## config.mk

```make
export PLATFORM = sky130hd
export DESIGN_NAME = link_event_status_unit
export DESIGN_NICKNAME = d
export VERILOG_FILES = /design/src/hw/link_event_pkg.sv /design/src/hw/event_flag.sv /design/src/hw/link_event_status_unit.sv
export SDC_FILE = /design/constraint.sdc
export NUM_CORES = 1
export LEC_CHECK = 0
export BUFFER_PORTS_ARGS = -buffer_cell sky130_fd_sc_hd__buf_2
export CORE_AREA = 2 2 63 65
export DETAILED_ROUTE_END_ITERATION = 16
export DIE_AREA = 0 0 65 67
export GPL_TIMING_DRIVEN = 1
export MAX_ROUTING_LAYER = met4
export PLACE_DENSITY = 0.82
export SLEW_MARGIN = 20
export SYNTH_ARGS = -nofsm -noshare
export SYNTH_HDL_FRONTEND = slang
export SYNTH_SLANG_ARGS = --single-unit
```

## constraint.sdc

```tcl
create_clock -name sys_clk -period 4.4 [get_ports sys_clk]
set_input_delay 0.88 -clock sys_clk [delete_from_list [all_inputs] [get_ports sys_clk]]
set_output_delay 0.88 -clock sys_clk [all_outputs]
set_load 0.02 [all_outputs]
```

## src/hw/link_event_pkg.sv

```systemverilog
// constants and carrier types for the link event status unit
// assumes a single 25 MHz clock domain with a synchronous reset
package link_event_pkg;
	localparam int addr_w = 12;
	localparam logic [11:0] link_control_off = 12'h0040;
	localparam logic [11:0] link_events_off = 12'h0044;
	localparam logic [11:0] link_event_enables_off = 12'h0048;
	localparam logic [11:0] system_irq_status_off = 12'h004c;
	// link control fields
	localparam int cycle_master_bit = 11;
	localparam int overrun_inhibit_bit = 10;
	localparam int fault_clear_bit = 8;
	localparam int fault_code_lsb = 4;
	localparam int auto_master_bit = 3;
	// event flag positions and width
	localparam int event_lsb = 9;
	localparam int event_w = 13;
	localparam int header_crc_bit = 21;
	localparam int self_id_bit = 20;
	localparam int iso_arb_bit = 19;
	localparam int overrun_bit = 18;
	localparam int cycle_missing_bit = 17;
	localparam int cycle_arb_bit = 16;
	localparam int phy_event_bit = 10;
	localparam int phy_reg_bit = 9;
	// implemented event bits, the rest read zero; plain read-write bits of link control
	localparam logic [31:0] events_mask = 32'h003f_0600;
	localparam logic [31:0] control_rw_mask = 32'h0000_0408;
	// reset values
	localparam logic [31:0] control_reset = 32'h0000_0000;
	localparam logic [2:0] fault_none = 3'h0;
	typedef enum logic [2:0] {
		fault_no_error, fault_not_child, fault_bad_phy_id, fault_phase,
		fault_multi_gap, fault_large_gap, fault_id_in_packet, fault_not_inverse
	} self_id_fault_t;
	// hardware event strobes, one cycle each
	typedef struct packed {
		logic header_crc_fault;
		logic self_id_fault;
		logic iso_arbitration_loss;
		logic cycle_overrun;
		logic cycle_timer_wrap;
		logic cycle_start_seen;
		logic cycle_arbitration_loss;
		logic phy_irq;
		logic phy_register_arrival;
		logic became_root;
		logic [2:0] self_id_code;
	} link_hw_events_t;
	// register port request
	typedef struct packed {
		logic [11:0] addr;
		logic [31:0] wdata;
		logic wr;
		logic rd;
	} reg_req_t;
endpackage : link_event_pkg

```

## src/hw/event_flag.sv

```systemverilog
// one sticky event flag with write-one-to-clear
// assumes set and clear come from the same clock domain
`timescale 1ns/1ps
`default_nettype none
module event_flag (
	// clock and reset
	input wire logic sys_clk,
	input wire logic srst,
	// set and clear
	input wire logic set_evt,
	input wire logic clear_one,
	// state
	output logic flag_q
);
	logic flag_d;
	// set wins so a same-cycle event is never lost
	always_comb begin
		flag_d = flag_q;
		if (clear_one) flag_d = 1'b0;
		if (set_evt) flag_d = 1'b1;
	end
	always_ff @(posedge sys_clk) begin
		if (srst) flag_q <= 1'b0;
		else flag_q <= flag_d;
	end
endmodule : event_flag
`default_nettype wire

```

## src/hw/link_event_status_unit.sv

```systemverilog
// link control, link event flags, enables and link irq
// assumes event strobes are synchronous one-cycle pulses on sys_clk
//
// Our own choice: strobed register access.
`timescale 1ns/1ps
`default_nettype none
module link_event_status_unit (
	// clock and reset
	input wire logic sys_clk,
	input wire logic srst,
	// register port
	input wire link_event_pkg::reg_req_t req,
	output logic [31:0] rdata_q,
	// hardware events
	input wire link_event_pkg::link_hw_events_t hw,
	// status outputs
	output logic cycle_master_enable_q,
	output logic system_link_irq_q
);
	logic wr_control, wr_events, wr_enables, wr_sysirq;
	logic [31:0] wd;
	logic root_auto_cycle_master_q, root_auto_cycle_master_d;
	logic overrun_clear_inhibit_q, overrun_clear_inhibit_d;
	logic cycle_master_enable_d;
	logic [2:0] self_id_fault_code_q, self_id_fault_code_d;
	logic [31:0] link_event_enables_q, link_event_enables_d;
	logic [31:0] set_vec;
	logic wrap_once_q, wrap_once_d;
	logic [31:0] link_events;
	logic system_link_irq_d;
	logic [31:0] rdata_d;

	// address decode, one aligned word per register
	assign wd = req.wdata;
	assign wr_control = req.wr && (req.addr == link_event_pkg::link_control_off);
	assign wr_events = req.wr && (req.addr == link_event_pkg::link_events_off);
	assign wr_enables = req.wr && (req.addr == link_event_pkg::link_event_enables_off);
	assign wr_sysirq = req.wr && (req.addr == link_event_pkg::system_irq_status_off);

	// hardware set vector in register bit positions
	always_comb begin
		set_vec = 32'h0000_0000;
		set_vec[link_event_pkg::header_crc_bit] = hw.header_crc_fault;
		set_vec[link_event_pkg::self_id_bit] = hw.self_id_fault;
		set_vec[link_event_pkg::iso_arb_bit] = hw.iso_arbitration_loss;
		set_vec[link_event_pkg::overrun_bit] = hw.cycle_overrun;
		// loss only counted when another node is master
		set_vec[link_event_pkg::cycle_missing_bit] = hw.cycle_timer_wrap && !hw.cycle_start_seen
			&& !cycle_master_enable_q && wrap_once_q;
		set_vec[link_event_pkg::cycle_arb_bit] = hw.cycle_arbitration_loss;
		set_vec[link_event_pkg::phy_event_bit] = hw.phy_irq;
		set_vec[link_event_pkg::phy_reg_bit] = hw.phy_register_arrival;
	end

	// wrap tracker: second wrap without cycle start flags the loss
	// the tracker stays armed after a loss, so each further silent wrap flags again
	always_comb begin
		wrap_once_d = wrap_once_q;
		if (hw.cycle_start_seen || cycle_master_enable_q) wrap_once_d = 1'b0;
		else if (hw.cycle_timer_wrap) wrap_once_d = 1'b1;
	end
	always_ff @(posedge sys_clk) begin
		if (srst) wrap_once_q <= 1'b0;
		else wrap_once_q <= wrap_once_d;
	end

	// sticky flags, only implemented bits exist
	genvar gi;
	generate
		for (gi = 0; gi < 32; gi++) begin : g_flag
			if (link_event_pkg::events_mask[gi]) begin : g_on
				event_flag u_flag (
					.sys_clk(sys_clk),
					.srst(srst),
					.set_evt(set_vec[gi]),
					.clear_one(wr_events && wd[gi]),
					.flag_q(link_events[gi])
				);
			end else begin : g_off
				assign link_events[gi] = 1'b0;
			end
		end
	endgenerate

	// link control and enables
	always_comb begin
		root_auto_cycle_master_d = root_auto_cycle_master_q;
		overrun_clear_inhibit_d = overrun_clear_inhibit_q;
		cycle_master_enable_d = cycle_master_enable_q;
		self_id_fault_code_d = self_id_fault_code_q;
		link_event_enables_d = link_event_enables_q;
		if (wr_control) begin
			root_auto_cycle_master_d = wd[link_event_pkg::auto_master_bit];
			overrun_clear_inhibit_d = wd[link_event_pkg::overrun_inhibit_bit];
			// auto mode locks out software writes of the cycle master bit
			if (!root_auto_cycle_master_q) cycle_master_enable_d = wd[link_event_pkg::cycle_master_bit];
			if (wd[link_event_pkg::fault_clear_bit]) self_id_fault_code_d = link_event_pkg::fault_none;
		end
		if (wr_enables) link_event_enables_d = wd & link_event_pkg::events_mask;
		// first fault only; a new fault beats a same-cycle clear only while no code is held
		if (hw.self_id_fault && self_id_fault_code_q == link_event_pkg::fault_none) begin
			self_id_fault_code_d = hw.self_id_code;
		end
		if (root_auto_cycle_master_q && hw.became_root) cycle_master_enable_d = 1'b1;
		// overrun wins over root promotion; inhibit keeps it
		if (hw.cycle_overrun && !overrun_clear_inhibit_q) cycle_master_enable_d = 1'b0;
	end
	always_ff @(posedge sys_clk) begin
		if (srst) begin
			root_auto_cycle_master_q <= 1'b0;
			overrun_clear_inhibit_q <= 1'b0;
			cycle_master_enable_q <= 1'b0;
			self_id_fault_code_q <= link_event_pkg::fault_none;
			link_event_enables_q <= 32'h0000_0000;
		end else begin
			root_auto_cycle_master_q <= root_auto_cycle_master_d;
			overrun_clear_inhibit_q <= overrun_clear_inhibit_d;
			cycle_master_enable_q <= cycle_master_enable_d;
			self_id_fault_code_q <= self_id_fault_code_d;
			link_event_enables_q <= link_event_enables_d;
		end
	end

	// system link irq: sticky, set by enabled hardware set, write one clears
	always_comb begin
		system_link_irq_d = system_link_irq_q;
		if (wr_sysirq && wd[1]) system_link_irq_d = 1'b0;
		if (|(set_vec & link_event_enables_q)) system_link_irq_d = 1'b1;
	end
	always_ff @(posedge sys_clk) begin
		if (srst) system_link_irq_q <= 1'b0;
		else system_link_irq_q <= system_link_irq_d;
	end

	// read mux, unmapped addresses read zero
	always_comb begin
		rdata_d = 32'h0000_0000;
		if (req.rd) begin
			unique case (req.addr)
				link_event_pkg::link_control_off: begin
					rdata_d[link_event_pkg::cycle_master_bit] = cycle_master_enable_q;
					rdata_d[link_event_pkg::overrun_inhibit_bit] = overrun_clear_inhibit_q;
					rdata_d[link_event_pkg::fault_code_lsb +: 3] = self_id_fault_code_q;
					rdata_d[link_event_pkg::auto_master_bit] = root_auto_cycle_master_q;
				end
				link_event_pkg::link_events_off: rdata_d = link_events;
				link_event_pkg::link_event_enables_off: rdata_d = link_event_enables_q;
				link_event_pkg::system_irq_status_off: rdata_d[1] = system_link_irq_q;
				default: rdata_d = 32'h0000_0000;
			endcase
		end
	end
	always_ff @(posedge sys_clk) begin
		if (srst) rdata_q <= 32'h0000_0000;
		else rdata_q <= rdata_d;
	end

	// checks
	chk_overrun_flag: assert property (@(posedge sys_clk) disable iff (srst)
		hw.cycle_overrun |=> link_events[link_event_pkg::overrun_bit])
		else $error("overrun flag not set");
	chk_overrun_master: assert property (@(posedge sys_clk) disable iff (srst)
		hw.cycle_overrun && !overrun_clear_inhibit_q |=> !cycle_master_enable_q)
		else $error("master not cleared on overrun");
	chk_inhibit_keeps: assert property (@(posedge sys_clk) disable iff (srst)
		hw.cycle_overrun && overrun_clear_inhibit_q && cycle_master_enable_q && !wr_control
		|=> cycle_master_enable_q)
		else $error("inhibit failed");
	chk_auto_root: assert property (@(posedge sys_clk) disable iff (srst)
		root_auto_cycle_master_q && hw.became_root && !hw.cycle_overrun |=> cycle_master_enable_q)
		else $error("auto master not set");
	chk_auto_lock: assert property (@(posedge sys_clk) disable iff (srst)
		root_auto_cycle_master_q && wr_control && !hw.became_root && !hw.cycle_overrun
		|=> $stable(cycle_master_enable_q))
		else $error("software changed master in auto mode");
	chk_first_fault: assert property (@(posedge sys_clk) disable iff (srst)
		self_id_fault_code_q != 3'h0 && !(wr_control && wd[8]) |=> $stable(self_id_fault_code_q))
		else $error("fault code overwritten");
	chk_code_clear: assert property (@(posedge sys_clk) disable iff (srst)
		wr_control && wd[8] && !hw.self_id_fault |=> self_id_fault_code_q == 3'h0)
		else $error("fault code not cleared");
	chk_set_wins: assert property (@(posedge sys_clk) disable iff (srst)
		wr_events && wd[link_event_pkg::phy_event_bit] && hw.phy_irq
		|=> link_events[link_event_pkg::phy_event_bit])
		else $error("set lost to clear");
	chk_w1c_clear: assert property (@(posedge sys_clk) disable iff (srst)
		wr_events && wd[link_event_pkg::phy_reg_bit] && !hw.phy_register_arrival
		|=> !link_events[link_event_pkg::phy_reg_bit])
		else $error("write one did not clear");
	chk_irq_gate: assert property (@(posedge sys_clk) disable iff (srst)
		!system_link_irq_q && !(|(set_vec & link_event_enables_q)) |=> !system_link_irq_q)
		else $error("irq without enabled event");
	chk_irq_raise: assert property (@(posedge sys_clk) disable iff (srst)
		|(set_vec & link_event_enables_q) |=> system_link_irq_q)
		else $error("irq not raised");
	chk_reserved_zero: assert property (@(posedge sys_clk) disable iff (srst)
		req.rd && req.addr == link_event_pkg::link_events_off |=> (rdata_q & ~link_event_pkg::events_mask) == 0)
		else $error("reserved bits read nonzero");
	// each flagged event strobe lands in its own flag one edge later; a wrap only when armed and not master
	chk_header_flag: assert property (@(posedge sys_clk) disable iff (srst)
		hw.header_crc_fault |=> link_events[link_event_pkg::header_crc_bit])
		else $error("header crc flag not set");
	chk_self_id_flag: assert property (@(posedge sys_clk) disable iff (srst)
		hw.self_id_fault |=> link_events[link_event_pkg::self_id_bit])
		else $error("self-id fault flag not set");
	chk_iso_flag: assert property (@(posedge sys_clk) disable iff (srst)
		hw.iso_arbitration_loss |=> link_events[link_event_pkg::iso_arb_bit])
		else $error("iso arbitration flag not set");
	chk_loss_flag: assert property (@(posedge sys_clk) disable iff (srst)
		hw.cycle_timer_wrap && !hw.cycle_start_seen && wrap_once_q && !cycle_master_enable_q
		|=> link_events[link_event_pkg::cycle_missing_bit])
		else $error("cycle loss flag not set");
	// a master node never reports a lost cycle start
	chk_loss_master: assert property (@(posedge sys_clk) disable iff (srst)
		cycle_master_enable_q && !link_events[link_event_pkg::cycle_missing_bit]
		|=> !link_events[link_event_pkg::cycle_missing_bit])
		else $error("cycle loss flagged while master");
	chk_cycle_arb_flag: assert property (@(posedge sys_clk) disable iff (srst)
		hw.cycle_arbitration_loss |=> link_events[link_event_pkg::cycle_arb_bit])
		else $error("cycle arbitration flag not set");
	chk_phy_flag: assert property (@(posedge sys_clk) disable iff (srst)
		hw.phy_irq |=> link_events[link_event_pkg::phy_event_bit])
		else $error("phy event flag not set");
	chk_phy_reg_flag: assert property (@(posedge sys_clk) disable iff (srst)
		hw.phy_register_arrival |=> link_events[link_event_pkg::phy_reg_bit])
		else $error("phy register flag not set");
	// control reads show only master, inhibit, fault code and auto
	chk_control_reserved: assert property (@(posedge sys_clk) disable iff (srst)
		req.rd && req.addr == link_event_pkg::link_control_off
		|=> (rdata_q & ~(link_event_pkg::control_rw_mask | (32'h0000_0001 << link_event_pkg::cycle_master_bit)
		| (32'h0000_0007 << link_event_pkg::fault_code_lsb))) == 32'h0000_0000)
		else $error("control reserved bits read nonzero");
	chk_enable_reserved: assert property (@(posedge sys_clk) disable iff (srst)
		(link_event_enables_q & ~link_event_pkg::events_mask) == 32'h0000_0000)
		else $error("reserved enable bit held");
	// read data stands only in the cycle after a read strobe
	chk_idle_rdata: assert property (@(posedge sys_clk) disable iff (srst)
		!req.rd |=> rdata_q == 32'h0000_0000)
		else $error("read data outside read cycle");
	cov_overrun: cover property (@(posedge sys_clk) disable iff (srst) hw.cycle_overrun && cycle_master_enable_q);
	cov_fault: cover property (@(posedge sys_clk) disable iff (srst)
		hw.self_id_fault && self_id_fault_code_q == link_event_pkg::fault_none);
	cov_root: cover property (@(posedge sys_clk) disable iff (srst) hw.became_root && root_auto_cycle_master_q);
	cov_irq: cover property (@(posedge sys_clk) disable iff (srst) $rose(system_link_irq_q));
	cov_loss: cover property (@(posedge sys_clk) disable iff (srst) set_vec[link_event_pkg::cycle_missing_bit]);
endmodule : link_event_status_unit
`default_nettype wire

```

Word level (Yosys, flattened, before mapping)
Index checks and enable logic that the tools add are counted.
{"block": "classes", "reduce_logical": 44, "muxes": 27, "bitwise_logic": 4, "n_eq_ne": 5}
{"operator": "$eq 12x7->1 const B", "count": 4}
{"operator": "$reduce_or 32->1", "count": 1}
{"operator": "$reduce_bool 2->1", "count": 12}
{"operator": "$and 22x22->22", "count": 1}
{"operator": "$mux 1", "count": 21}
{"operator": "$pmux 10 s2", "count": 1}
{"operator": "$logic_and 1x1->1", "count": 19}
{"operator": "$mux 3", "count": 3}
{"operator": "$pmux 2 s3", "count": 1}
{"operator": "$pmux 3 s2", "count": 1}
{"operator": "$reduce_or 2->1", "count": 3}
{"operator": "$reduce_or 3->1", "count": 2}
{"operator": "$reduce_and 2->1", "count": 2}
{"operator": "$logic_not 1->1", "count": 3}
{"operator": "$logic_not 3->1", "count": 1}
{"operator": "$not 1->1", "count": 3}
{"operator": "$ne 2x1->1 const B", "count": 1}
{"operator": "$logic_or 1x1->1", "count": 1}
{"block": "word_totals", "elab_cells": 98, "out_inout_bits": 34, "reg_bits": 54}

Depth between registers and ports, before layout
Gate-level depths: netlist (run 1).
{"block": "logic_depth", "depth_word": 7, "ltp_mapped": 6, "ltp_nobuf": 4}

Modules after synthesis
A second synthesis (run 1) with hierarchy kept.
{"block": "hier_totals", "cells_unflattened": 186, "hier_area_um2": 1750.4}
{"module": "link_event_status_unit", "area_each_um2": 1440.1, "cells_each": 154, "instances": 1}
{"module": "event_flag", "area_each_um2": 38.8, "cells_each": 4, "instances": 8}

Least setup slack after synthesis (run 1)
No wires, ideal clock.
{"block": "synth_path", "path_type": "input-to-reg", "from": "input req[39] in the netlist's numbering", "to": "register cycle_master_enable_q", "arrival_time_ns": 2.508, "path_buffers": 0, "stages": 4, "setup_ns": 0.114, "required_time_ns": 4.286, "setup_slack_ns": 1.777, "cell_sequence": "or4b_1 > nor4_2 > mux2_2 > a2111oi_0"}
{"block": "synth_via", "elab_chain_len": 4}
{"item": "start, declared", "line_no": "link_event_status_unit.sv:12", "text": "input wire link_event_pkg::reg_req_t req,"}
{"item": "$eq 12x7->1", "line_no": "link_event_status_unit.sv:35", "text": "assign wr_control = req.wr && (req.addr == link_event_pkg::link_control_off);"}
{"item": "$logic_and 1x1->1", "line_no": "link_event_status_unit.sv:35"}
{"item": "$reduce_bool 2->1 (no source line)"}
{"item": "$reduce_and 2->1 (no source line)"}
{"item": "end signal, assigned", "line_no": "link_event_status_unit.sv:118", "text": "cycle_master_enable_q <= cycle_master_enable_d;"}
{"item": "end, declared", "line_no": "link_event_status_unit.sv:17", "text": "output logic cycle_master_enable_q,"}
Every way passes these cells.
A chain may end at the register's enable or synchronous reset.

Worst setup path after layout (run 1)
{"block": "layout_path", "from": "input req[39] in the netlist's numbering", "to": "register rdata_q[6]"}
{"block": "layout_via", "elab_chain_len": 3}
{"item": "$eq 12x7->1", "line_no": "link_event_status_unit.sv:139", "text": "unique case (req.addr)"}
{"item": "$not 1->1 (no source line)"}
{"item": "$reduce_or 3->1 (no source line)"}
{"item": "end signal, assigned", "line_no": "link_event_status_unit.sv:155", "text": "else rdata_q <= rdata_d;"}
{"item": "end, declared", "line_no": "link_event_status_unit.sv:13", "text": "output logic [31:0] rdata_q,"}
Every way passes these cells.

==> results of run 1 <==
## kinds of logic (layout without fill, tap and decap cells)
logic type | count (synthesis) | count (layout) | synth area share
and+or+nand+nor | 68 | 68 | 0.2156
DFF | 38 | 38 | 0.4617
buffers and inverters | 33 | 72 | 0.1162
AOI/OAI and AO/OA | 30 | 30 | 0.1306
muxes | 12 | 12 | 0.07365
other | 1 | 18 | 0.002276
## path summary, 6_finish.rpt
kind              cells after the start                      from  slack (ns)                end
hold / removal                        1   self_id_fault_code_q[0]        0.48         rdata_q[4]
setup / recovery                      5                   req[39]        1.55         rdata_q[6]
setup reg to reg                      4  link_event_enables_q[19]        3.11  system_link_irq_q
hold reg to reg                       1   self_id_fault_code_q[0]        0.48         rdata_q[4]
## flip-flops by register name, summed over array words and instances (netlist names)
| register | count |
|---|---|
| g_flag.g_on.u_flag.flag_q | 8 |
| rdata_q | 14 |
| system_link_irq_q | 1 |
| overrun_clear_inhibit_q | 1 |
| wrap_once_q | 1 |
| cycle_master_enable_q | 1 |
| root_auto_cycle_master_q | 1 |
| link_event_enables_q | 8 |
| self_id_fault_code_q | 3 |
## where the power goes
part           total (mW)  switching, mW  internal [mW]  leakage (nW)
Sequential          0.355        0.00398          0.351         0.309
Clock               0.285          0.118          0.167        0.0579
Combinational      0.0646         0.0413         0.0232         0.506
## routing by layer
metal / track usage / vias up
met5: - / -
met4: 0.03989 / 0
met3: 0.06419 / 2
met2: 0.2874 / 58
met1: 0.1938 / 634
li1: - / 711
## per-stage QoR
stage / setup WS, ns / hold slack, ns
CTS: 1.597 / 0.4855
detailed placement: 1.350 / 0.4744
floorplan: 1.777 / 0.4464
finish: 1.552 / 0.4831
global route: 1.419 / 0.4987
global placement: 1.351 / 0.4603
## cells in the final DEF, fill, tap and decap left out, types with 3 or more instances in the layout
cell type	n
dfxtp_1	38
and2_1	5
buf_2	56
a22oi_1	9
conb_1	18
nor2b_1	3
clkbuf_8	5
nand3_1	5
a21oi_1	5
nand2_1	5
mux2i_1	11
nor2_1	35
o21ai_0	5
a311oi_1	8
inv_1	8
## final cells by class
type                    instances  area share
clock buffers                   5     0.03442
clock inverters                 3     0.02003
inverters                       8     0.01502
multi-input cells             128      0.3798
flip-flops and latches         38      0.3805
well taps                      48     0.03004
repair buffers                 56      0.1402
==> flow_metrics.tcl, run 1 <==
set metrics [dict create \
    start_util 0.4570 \
    dp_cells 278 \
    wl_per_cell_um 12.32 \
    wl_met1_um 1499 \
    via_count 1405 \
    fin_crit_sh 0.6473 \
    cts_tree "done" \
    drive_above_1_share 0.2941 \
    tns_ns 0 \
    cts_sinks 38 \
    fmax_ghz 0.3511 \
    cp_num_buf_inv 1 \
    crit_type "input pin to flip-flop" \
    insertion_delay_ns 0.28 \
    postLayoutCoreUtil 0.5545 \
    critical-path-max-stage-delay_ns 0.71 \
    overflow 0 \
    final_max_slew_viol_count 0 \
    slew_headroom 0.4573 \
    drt_iter0_drc 72 \
    rows 22 \
    drt-pass1-iter-count 4 \
    grt_usage 0.1709 \
    grt_pass1_wl_um 5437 \
    cts-hold-fix-buffers 0 \
    end_kind "flip-flop" \
    finalPower_mw 0.7050 \
    clkSlewWorstSetupHoldPaths_ns 0.07 \
    clockBufferDepth 2 \
    critical_path_required_ns 4.63 \
    antenna_found_initial 0 \
    syn_avg_cell_area_um2 9.054 \
    wl_um 3524 \
    num_antenna_cells 0 \
    synth_seq_cells 38 \
    seq_area_um2 760.7 \
    nFillCells 331 \
    io_pins 95 \
    synth_commonest_cells "dfxtp_1, nor2_1, buf_4" \
    status "finished clean" \
    p_leak_nw 0.8729 \
    yosysWarnings 0 \
    netlist_area_mm2 0.001648 \
    multi_input_area_um2 759.5 \
    finalClockSkew_ns 0.003988 \
    numCtsBuffers 5 \
    cp.arrival_ns 3.08 \
    finalSetupViolations 0 \
    final.min_clock_period_ns 2.848 \
    nets 298 \
    grt_pass1_vias 1239 \
    synth_top_area_share 0.4617 \
    fin_area_mm2 0.001999 \
    synth_most_common_cell "dfxtp_1" \
    ir_worst_vdd_uv 155.9 \
    post-cts-setup-buffers 0 \
    core_area_mm2 0.003606 \
    synthCells 182 \
    synth_cell_type_count 32 \
    viasPerCell 4.913 \
    htree_levels 2 \
    io_buffers 56 \
    async_reset_ff_frac 0 \
    route.detailed.drc 0 \
    synthFlopType "dfxtp_1" \
    cts_resized 0 \
    antenna_left 0 \
    post_dp_cell_area_mm2 0.001891 \
    die_x_um 65 \
    dieArea_mm2 0.004355 \
    rsz0062_at_grt "no" \
    area_growth_pct 21.34 \
    finalNonFillerCells 286 \
    pwr_density_cell_mw_per_mm2 352.6 \
    synth_top_cells_by_area "dfxtp_1, buf_4, nor2_1" \
    min_path_type "flip-flop to flip-flop" \
    met2_length_um 1760 \
    cts_root_buf "clkbuf_8" \
    drv_cap 0 \
    dr_wl_met3_um 258 \
    synth_edf_count 0 \
    crit_chain "buf_2 -> nor4b_1 -> nand4_1 -> nor3_1 -> and2_1" \
    seq_area_frac_synth 0.4617 \
    crit_slowest_cell "nor4b_1" \
    start_kind "input pin" \
    die_height_um 67 \
    place_congestion 0.7642 \
    hold_viol_final 0 \
    crit_path_max_fanout 10 \
    yosys.area.top_type "dfxtp_1" \
    hpwlAfterDp_um 2617 \
    routed.top_layer "met4" \
    grt_max_degree 26 \
    path_delay_family "simple AND/OR/NAND/NOR gates" \
    tightestPinTransition_ns 0.8027 \
]
No activity file was read; power rests on OpenSTA's default activity.
==> run 2: changes to the inputs <==
--- a/config.mk
+++ b/config.mk
@@ -6,12 +6,12 @@
 export NUM_CORES = 1
 export LEC_CHECK = 0
 export BUFFER_PORTS_ARGS = -buffer_cell sky130_fd_sc_hd__buf_2
-export CORE_AREA = 2 2 63 65
+export CORE_AREA = 2 2 65 67
 export DETAILED_ROUTE_END_ITERATION = 16
-export DIE_AREA = 0 0 65 67
+export DIE_AREA = 0 0 67 69
 export GPL_TIMING_DRIVEN = 1
 export MAX_ROUTING_LAYER = met4
-export PLACE_DENSITY = 0.82
+export PLACE_DENSITY = 0.77
 export SLEW_MARGIN = 20
 export SYNTH_ARGS = -nofsm -noshare
 export SYNTH_HDL_FRONTEND = slang
==> constraint.sdc (replaced) <==
create_clock -name sys_clk -period 2.9 [get_ports sys_clk]
set_input_delay 0.58 -clock sys_clk [delete_from_list [all_inputs] [get_ports sys_clk]]
set_output_delay 0.58 -clock sys_clk [all_outputs]
set_load 0.02 [all_outputs]
==> run 2 against run 1 <==
Sequential share of layout area fell by 0.56 points. Wire length increased by 4.9%. Non-clock buffer count rose by 6. Die area increased by 6.2%. Largest cell class unchanged. Count of clock-buffer cells in the layout up 2. Clock skew about the same. Via count is 4.8% higher.
==> flow_metrics.tcl, run 2 (synthesis results as in run 1) <==
set metrics [dict create \
    status "finished clean" \
    worstHoldEndpoint "rdata_q[5]" \
    p_seq_frac 0.534 \
    fmax_ghz 0.4773 \
    rr_worst_depth 4 \
    reg_top3 "rdata_q x14, g_flag.g_on.u_flag.flag_q x8, link_event_enables_q x8" \
    slew_headroom 0.5912 \
    area_growth_pct 23.16 \
    dp_cells 286 \
    cts_tree "done" \
    drt-pass1-iter-count 4 \
    wl_um 3695 \
    setup_slack_ns 0.8050 \
    netSwitchingPower_mw 0.2488 \
    grt_max_degree 26 \
    finalSetupViolations 0 \
    top_register "rdata_q" \
    num_antenna_cells 0 \
    wl_per_cell_um 12.57 \
    die_x_um 67 \
    p_comb_frac 0.100 \
    critical_path_required_ns 3.08 \
    p_int_mw 0.7615 \
    viasPerCell 5.007 \
    p_sw_frac 0.2463 \
    via_count 1472 \
    p_leak_nw 0.8943 \
    layout_common_cells "buf_2, dfxtp_1, nor2_1" \
    cts-hold-fix-buffers 0 \
    drv_cap 0 \
    dr_wl_met3_um 314 \
    critical-path-max-stage-delay_ns 0.59 \
    grt_usage 0.1743 \
    routed.top_layer "met4" \
    overflow 0 \
    met2_length_um 1820 \
    cts_sinks 38 \
    core_area_mm2 0.003914 \
    clkSlewWorstSetupHoldPaths_ns 0.07 \
    hp-start "self_id_fault_code_q[1]" \
    htree_levels 2 \
    end_kind "flip-flop" \
    nets 304 \
    io_buffers 56 \
    dieArea_mm2 0.004623 \
    post-cts-setup-buffers 0 \
    cp_num_buf_inv 1 \
    crit_slowest_cell "or4b_1" \
    ir_worst_vdd_uv 176.2 \
    tns_ns 0 \
    wl_met1_um 1489 \
    holdPathStages 1 \
    min_path_type "flip-flop to flip-flop" \
    pwr_density_cell_mw_per_mm2 497.8 \
    final_max_slew_viol_count 0 \
    cts_root_buf "clkbuf_8" \
    crit_type "input pin to flip-flop" \
    numCtsBuffers 5 \
    r2r-end "system_link_irq_q" \
    antenna_left 0 \
    rows 23 \
    crit_path_max_fanout 2 \
    final_common_cell "buf_2" \
    start_kind "input pin" \
    crit_chain "buf_2 -> or4b_1 -> nor4_2 -> mux2_2 -> a2111oi_0" \
    largest_reg_flops 14 \
    tightestPinTransition_ns 0.6119 \
    drive_above_1_share 0.3074 \
    hold_ws_ns 0.4791 \
    postLayoutCoreUtil 0.5185 \
    rsz0062_at_grt "no" \
    p_clk_frac 0.367 \
    final.min_clock_period_ns 2.095 \
    fin_crit_sh 0.7224 \
    reg2reg_slack_ns 1.67 \
    insertion_delay_ns 0.29 \
    place_congestion 0.7322 \
    hpwlAfterDp_um 2753 \
    die_height_um 69 \
    route.detailed.drc 0 \
    cts_resized 0 \
    grt_pass1_wl_um 5940 \
    start_util 0.4210 \
    grt_pass1_vias 1372 \
    path_delay_family "simple AND/OR/NAND/NOR gates" \
    cp.arrival_ns 2.27 \
    drt_iter0_drc 68 \
    clockBufferDepth 2 \
    hold_viol_final 0 \
    finalNonFillerCells 294 \
    io_pins 95 \
    antenna_found_initial 0 \
    finalClockSkew_ns 0.004372 \
    pre_cts_slack_ns 0.4793 \
    r2r_start "link_event_enables_q[10]" \
]
run 2: cell count changes in the layout (fill, tap and decap cells not counted), sizes merged:
cell    previous run  this run
buf               56        62
bufinv             1         0
clkbuf             5         7
clkinv             2         1
run 2: power groups by stage:
stage          Sequential (mW)  Clock [mW]  Combinational [mW]
2_1_floorplan            0.550           0              0.0770
3_3_place_gp             0.551           0              0.0971
3_5_place_dp             0.551           0              0.0996
4_1_cts                  0.539       0.387               0.100
5_1_grt                  0.540       0.405               0.112
6_report                 0.539       0.370               0.101
run 2: layout make-up:
cell class | count | area, um^2
sequential | 38 | 760.7
fill | 403 | 1884
tap | 50 | 62.56
clock buffer | 7 | 86.33
multi-input combinational | 128 | 759.5
clock inverter | 1 | 5.005
inverter | 8 | 30.03
timing repair buffer | 62 | 325.3
run 2: routing by layer:
metal | global-route usage | vias to the layer above
li1 | - | 720
met1 | 0.1929 | 692
met2 | 0.2728 | 53
met3 | 0.07015 | 7
met4 | 0.07483 | 0
met5 | - | -
run 2: worst max path at each step:
stage / end / depth (start not counted) / slack (ns) / from
after global routing: cycle_master_enable_q / 5 / 0.57 / req[39]
after CTS: cycle_master_enable_q / 5 / 0.79 / req[39]
after detailed placement: cycle_master_enable_q / 5 / 0.48 / req[39]
after floorplan: cycle_master_enable_q / 4 / 0.58 / req[39]
after global placement: cycle_master_enable_q / 5 / 0.51 / req[39]
final: cycle_master_enable_q / 5 / 0.81 / req[39]
run 2: through the flow:
step	total power [mW]	instance area, um^2
3_5_place_dp	0.6508	1938
5_1_grt	1.057	2029
4_1_cts	1.027	2029
3_3_place_gp	0.6479	1938
6_report	1.010	2029
2_1_floorplan	0.6268	1712
==> run 3: changes to the inputs <==
--- a/config.mk
+++ b/config.mk
@@ -6,12 +6,12 @@
 export NUM_CORES = 1
 export LEC_CHECK = 0
 export BUFFER_PORTS_ARGS = -buffer_cell sky130_fd_sc_hd__buf_2
-export CORE_AREA = 2 2 65 67
+export CORE_AREA = 2 2 69 71
 export DETAILED_ROUTE_END_ITERATION = 16
-export DIE_AREA = 0 0 67 69
+export DIE_AREA = 0 0 71 73
 export GPL_TIMING_DRIVEN = 1
 export MAX_ROUTING_LAYER = met4
-export PLACE_DENSITY = 0.77
+export PLACE_DENSITY = 0.72
 export SLEW_MARGIN = 20
 export SYNTH_ARGS = -nofsm -noshare
 export SYNTH_HDL_FRONTEND = slang
==> constraint.sdc (replaced) <==
create_clock -name sys_clk -period 1.9 [get_ports sys_clk]
set_input_delay 0.38 -clock sys_clk [delete_from_list [all_inputs] [get_ports sys_clk]]
set_output_delay 0.38 -clock sys_clk [all_outputs]
set_load 0.02 [all_outputs]
==> run 3 against run 2 <==
Clock skew is 0.00098 ns higher. Clock power increased by 78%. Cell count up 3.1%. Sequential cell count unchanged. Via count is 2.6% lower. First-iteration DRC count up 19%. Power rose by 63%. Sequential power is 53% higher. Non-clock buffer count increased by 5. Register-to-register slack got worse by 1.0 ns.
==> flow_metrics.tcl, run 3 (synthesis results as in run 1) <==
set metrics [dict create \
    status "finished clean" \
    insertion_delay_ns 0.29 \
    fmax_ghz 0.5846 \
    numCtsBuffers 5 \
    antenna_left 0 \
    via_count 1433 \
    nFillCells 435 \
    tightestPinTransition_ns 0.6357 \
    end_kind "flip-flop" \
    nets 309 \
    p_seq_frac 0.500 \
    p_leak_nw 0.9442 \
    start_util 0.3633 \
    pre_cts_slack_ns -0.1085 \
    critical_path_required_ns 2.09 \
    reg_top3 "rdata_q x14, g_flag.g_on.u_flag.flag_q x8, link_event_enables_q x8" \
    route.detailed.drc 0 \
    setup_slack_ns 0.1895 \
    num_antenna_cells 0 \
    pwr_density_cell_mw_per_mm2 774.3 \
    post-cts-setup-buffers 0 \
    cts_sinks 38 \
    critical-path-max-stage-delay_ns 0.57 \
    rsz0062_at_grt "no" \
    grt_pass1_vias 1328 \
    wl_um 3638 \
    die_x_um 71 \
    io_buffers 56 \
    dieArea_mm2 0.005183 \
    place_congestion 0.7716 \
    p_sw_frac 0.2286 \
    top_register "rdata_q" \
    ir_worst_vdd_uv 301.7 \
    die_height_um 73 \
    htree_levels 2 \
    antenna_found_initial 0 \
    slew_headroom 0.5753 \
    final_max_slew_viol_count 0 \
    viasPerCell 4.729 \
    netSwitchingPower_mw 0.3761 \
    post_dp_cell_area_mm2 0.002018 \
    r2r_start "link_event_enables_q[19]" \
    hold_viol_final 0 \
    clockBufferDepth 2 \
    cp.arrival_ns 1.90 \
    path_delay_family "simple AND/OR/NAND/NOR gates" \
    wl_per_cell_um 12.01 \
    crit_slowest_cell "or4_4" \
    p_comb_frac 0.098 \
    postLayoutCoreUtil 0.4684 \
    crit_path_max_fanout 2 \
    rows 25 \
    overflow 0 \
    layout_common_cells "buf_2, dfxtp_1, nor2_1" \
    drt_iter0_drc 81 \
    start_kind "input pin" \
    fin_area_mm2 0.002125 \
    finalClockSkew_ns 0.005354 \
    crit_chain "buf_2 -> or4_4 -> nor4_4 -> mux2_4 -> a2111oi_2" \
    crit_type "input pin to flip-flop" \
    p_int_mw 1.269 \
    cts_root_buf "clkbuf_8" \
    io_pins 95 \
    hp-start "req[21]" \
    drv_cap 0 \
    cts_tree "done" \
    final_common_cell "buf_2" \
    p_clk_frac 0.402 \
    finalNonFillerCells 303 \
    hpwlAfterDp_um 2817 \
    drt-pass1-iter-count 4 \
    clkSlewWorstSetupHoldPaths_ns 0.07 \
    area_growth_pct 28.93 \
    grt_usage 0.1517 \
    startpoint "req[43]" \
    finalPower_mw 1.645 \
    cp_num_buf_inv 1 \
    dp_cells 295 \
    grt_pass1_wl_um 5789 \
    drive_above_1_share 0.3253 \
    core_area_mm2 0.004536 \
    seq_area_um2 760.7 \
    fin_crit_sh 0.9003 \
    cts_resized 0 \
    largest_reg_flops 14 \
    min_path_type "input pin to flip-flop" \
    multi_input_area_um2 784.5 \
    grt_max_degree 17 \
    finalSetupViolations 0 \
    final.min_clock_period_ns 1.711 \
    cts-hold-fix-buffers 0 \
]
-- run 3: final timing paths --
check	cells past startpoint	slack (ns)	end
setup / recovery	5	0.19	cycle_master_enable_q
hold / removal	2	0.29	g_flag[19].g_on.u_flag.flag_q
setup reg to reg	4	0.67	system_link_irq_q
hold reg to reg	1	0.48	rdata_q[5]
-- run 3: routing by layer --
layer | vias up | part of all wire | track usage
met3 | 5 | 0.070 | 0.05801
li1 | 739 | - | -
met2 | 50 | 0.49 | 0.2544
met4 | 0 | 0.014 | 0.06499
met1 | 639 | 0.42 | 0.1603
met5 | - | 0 | -
-- run 3: layout make-up --
cell class	count	area share
sequential	38	0.3581
multi-input combinational	128	0.3693
inverter	8	0.01413
clock buffer	7	0.03592
timing repair buffer	67	0.1767
tap	54	0.03180
clock inverter	1	0.01413
-- run 3: power groups by stage --
| stage | logic (mW) | clock network (mW) | registers (mW) |
|---|---|---|---|
| after floorplan | 0.120 | 0 | 0.839 |
| after global placement | 0.159 | 0 | 0.841 |
| after detailed placement | 0.161 | 0 | 0.841 |
| after CTS | 0.161 | 0.678 | 0.823 |
| after global routing | 0.179 | 0.704 | 0.826 |
| final | 0.161 | 0.660 | 0.823 |
-- run 3: metrics by stage --
step	setup TNS [ns]	hold WS, ns
finish	0	0.2882
global placement	-0.1799	0.4642
global route	0	0.2853
detailed placement	-0.2969	0.4726
floorplan	-0.1446	0.4464
CTS	0	0.2811
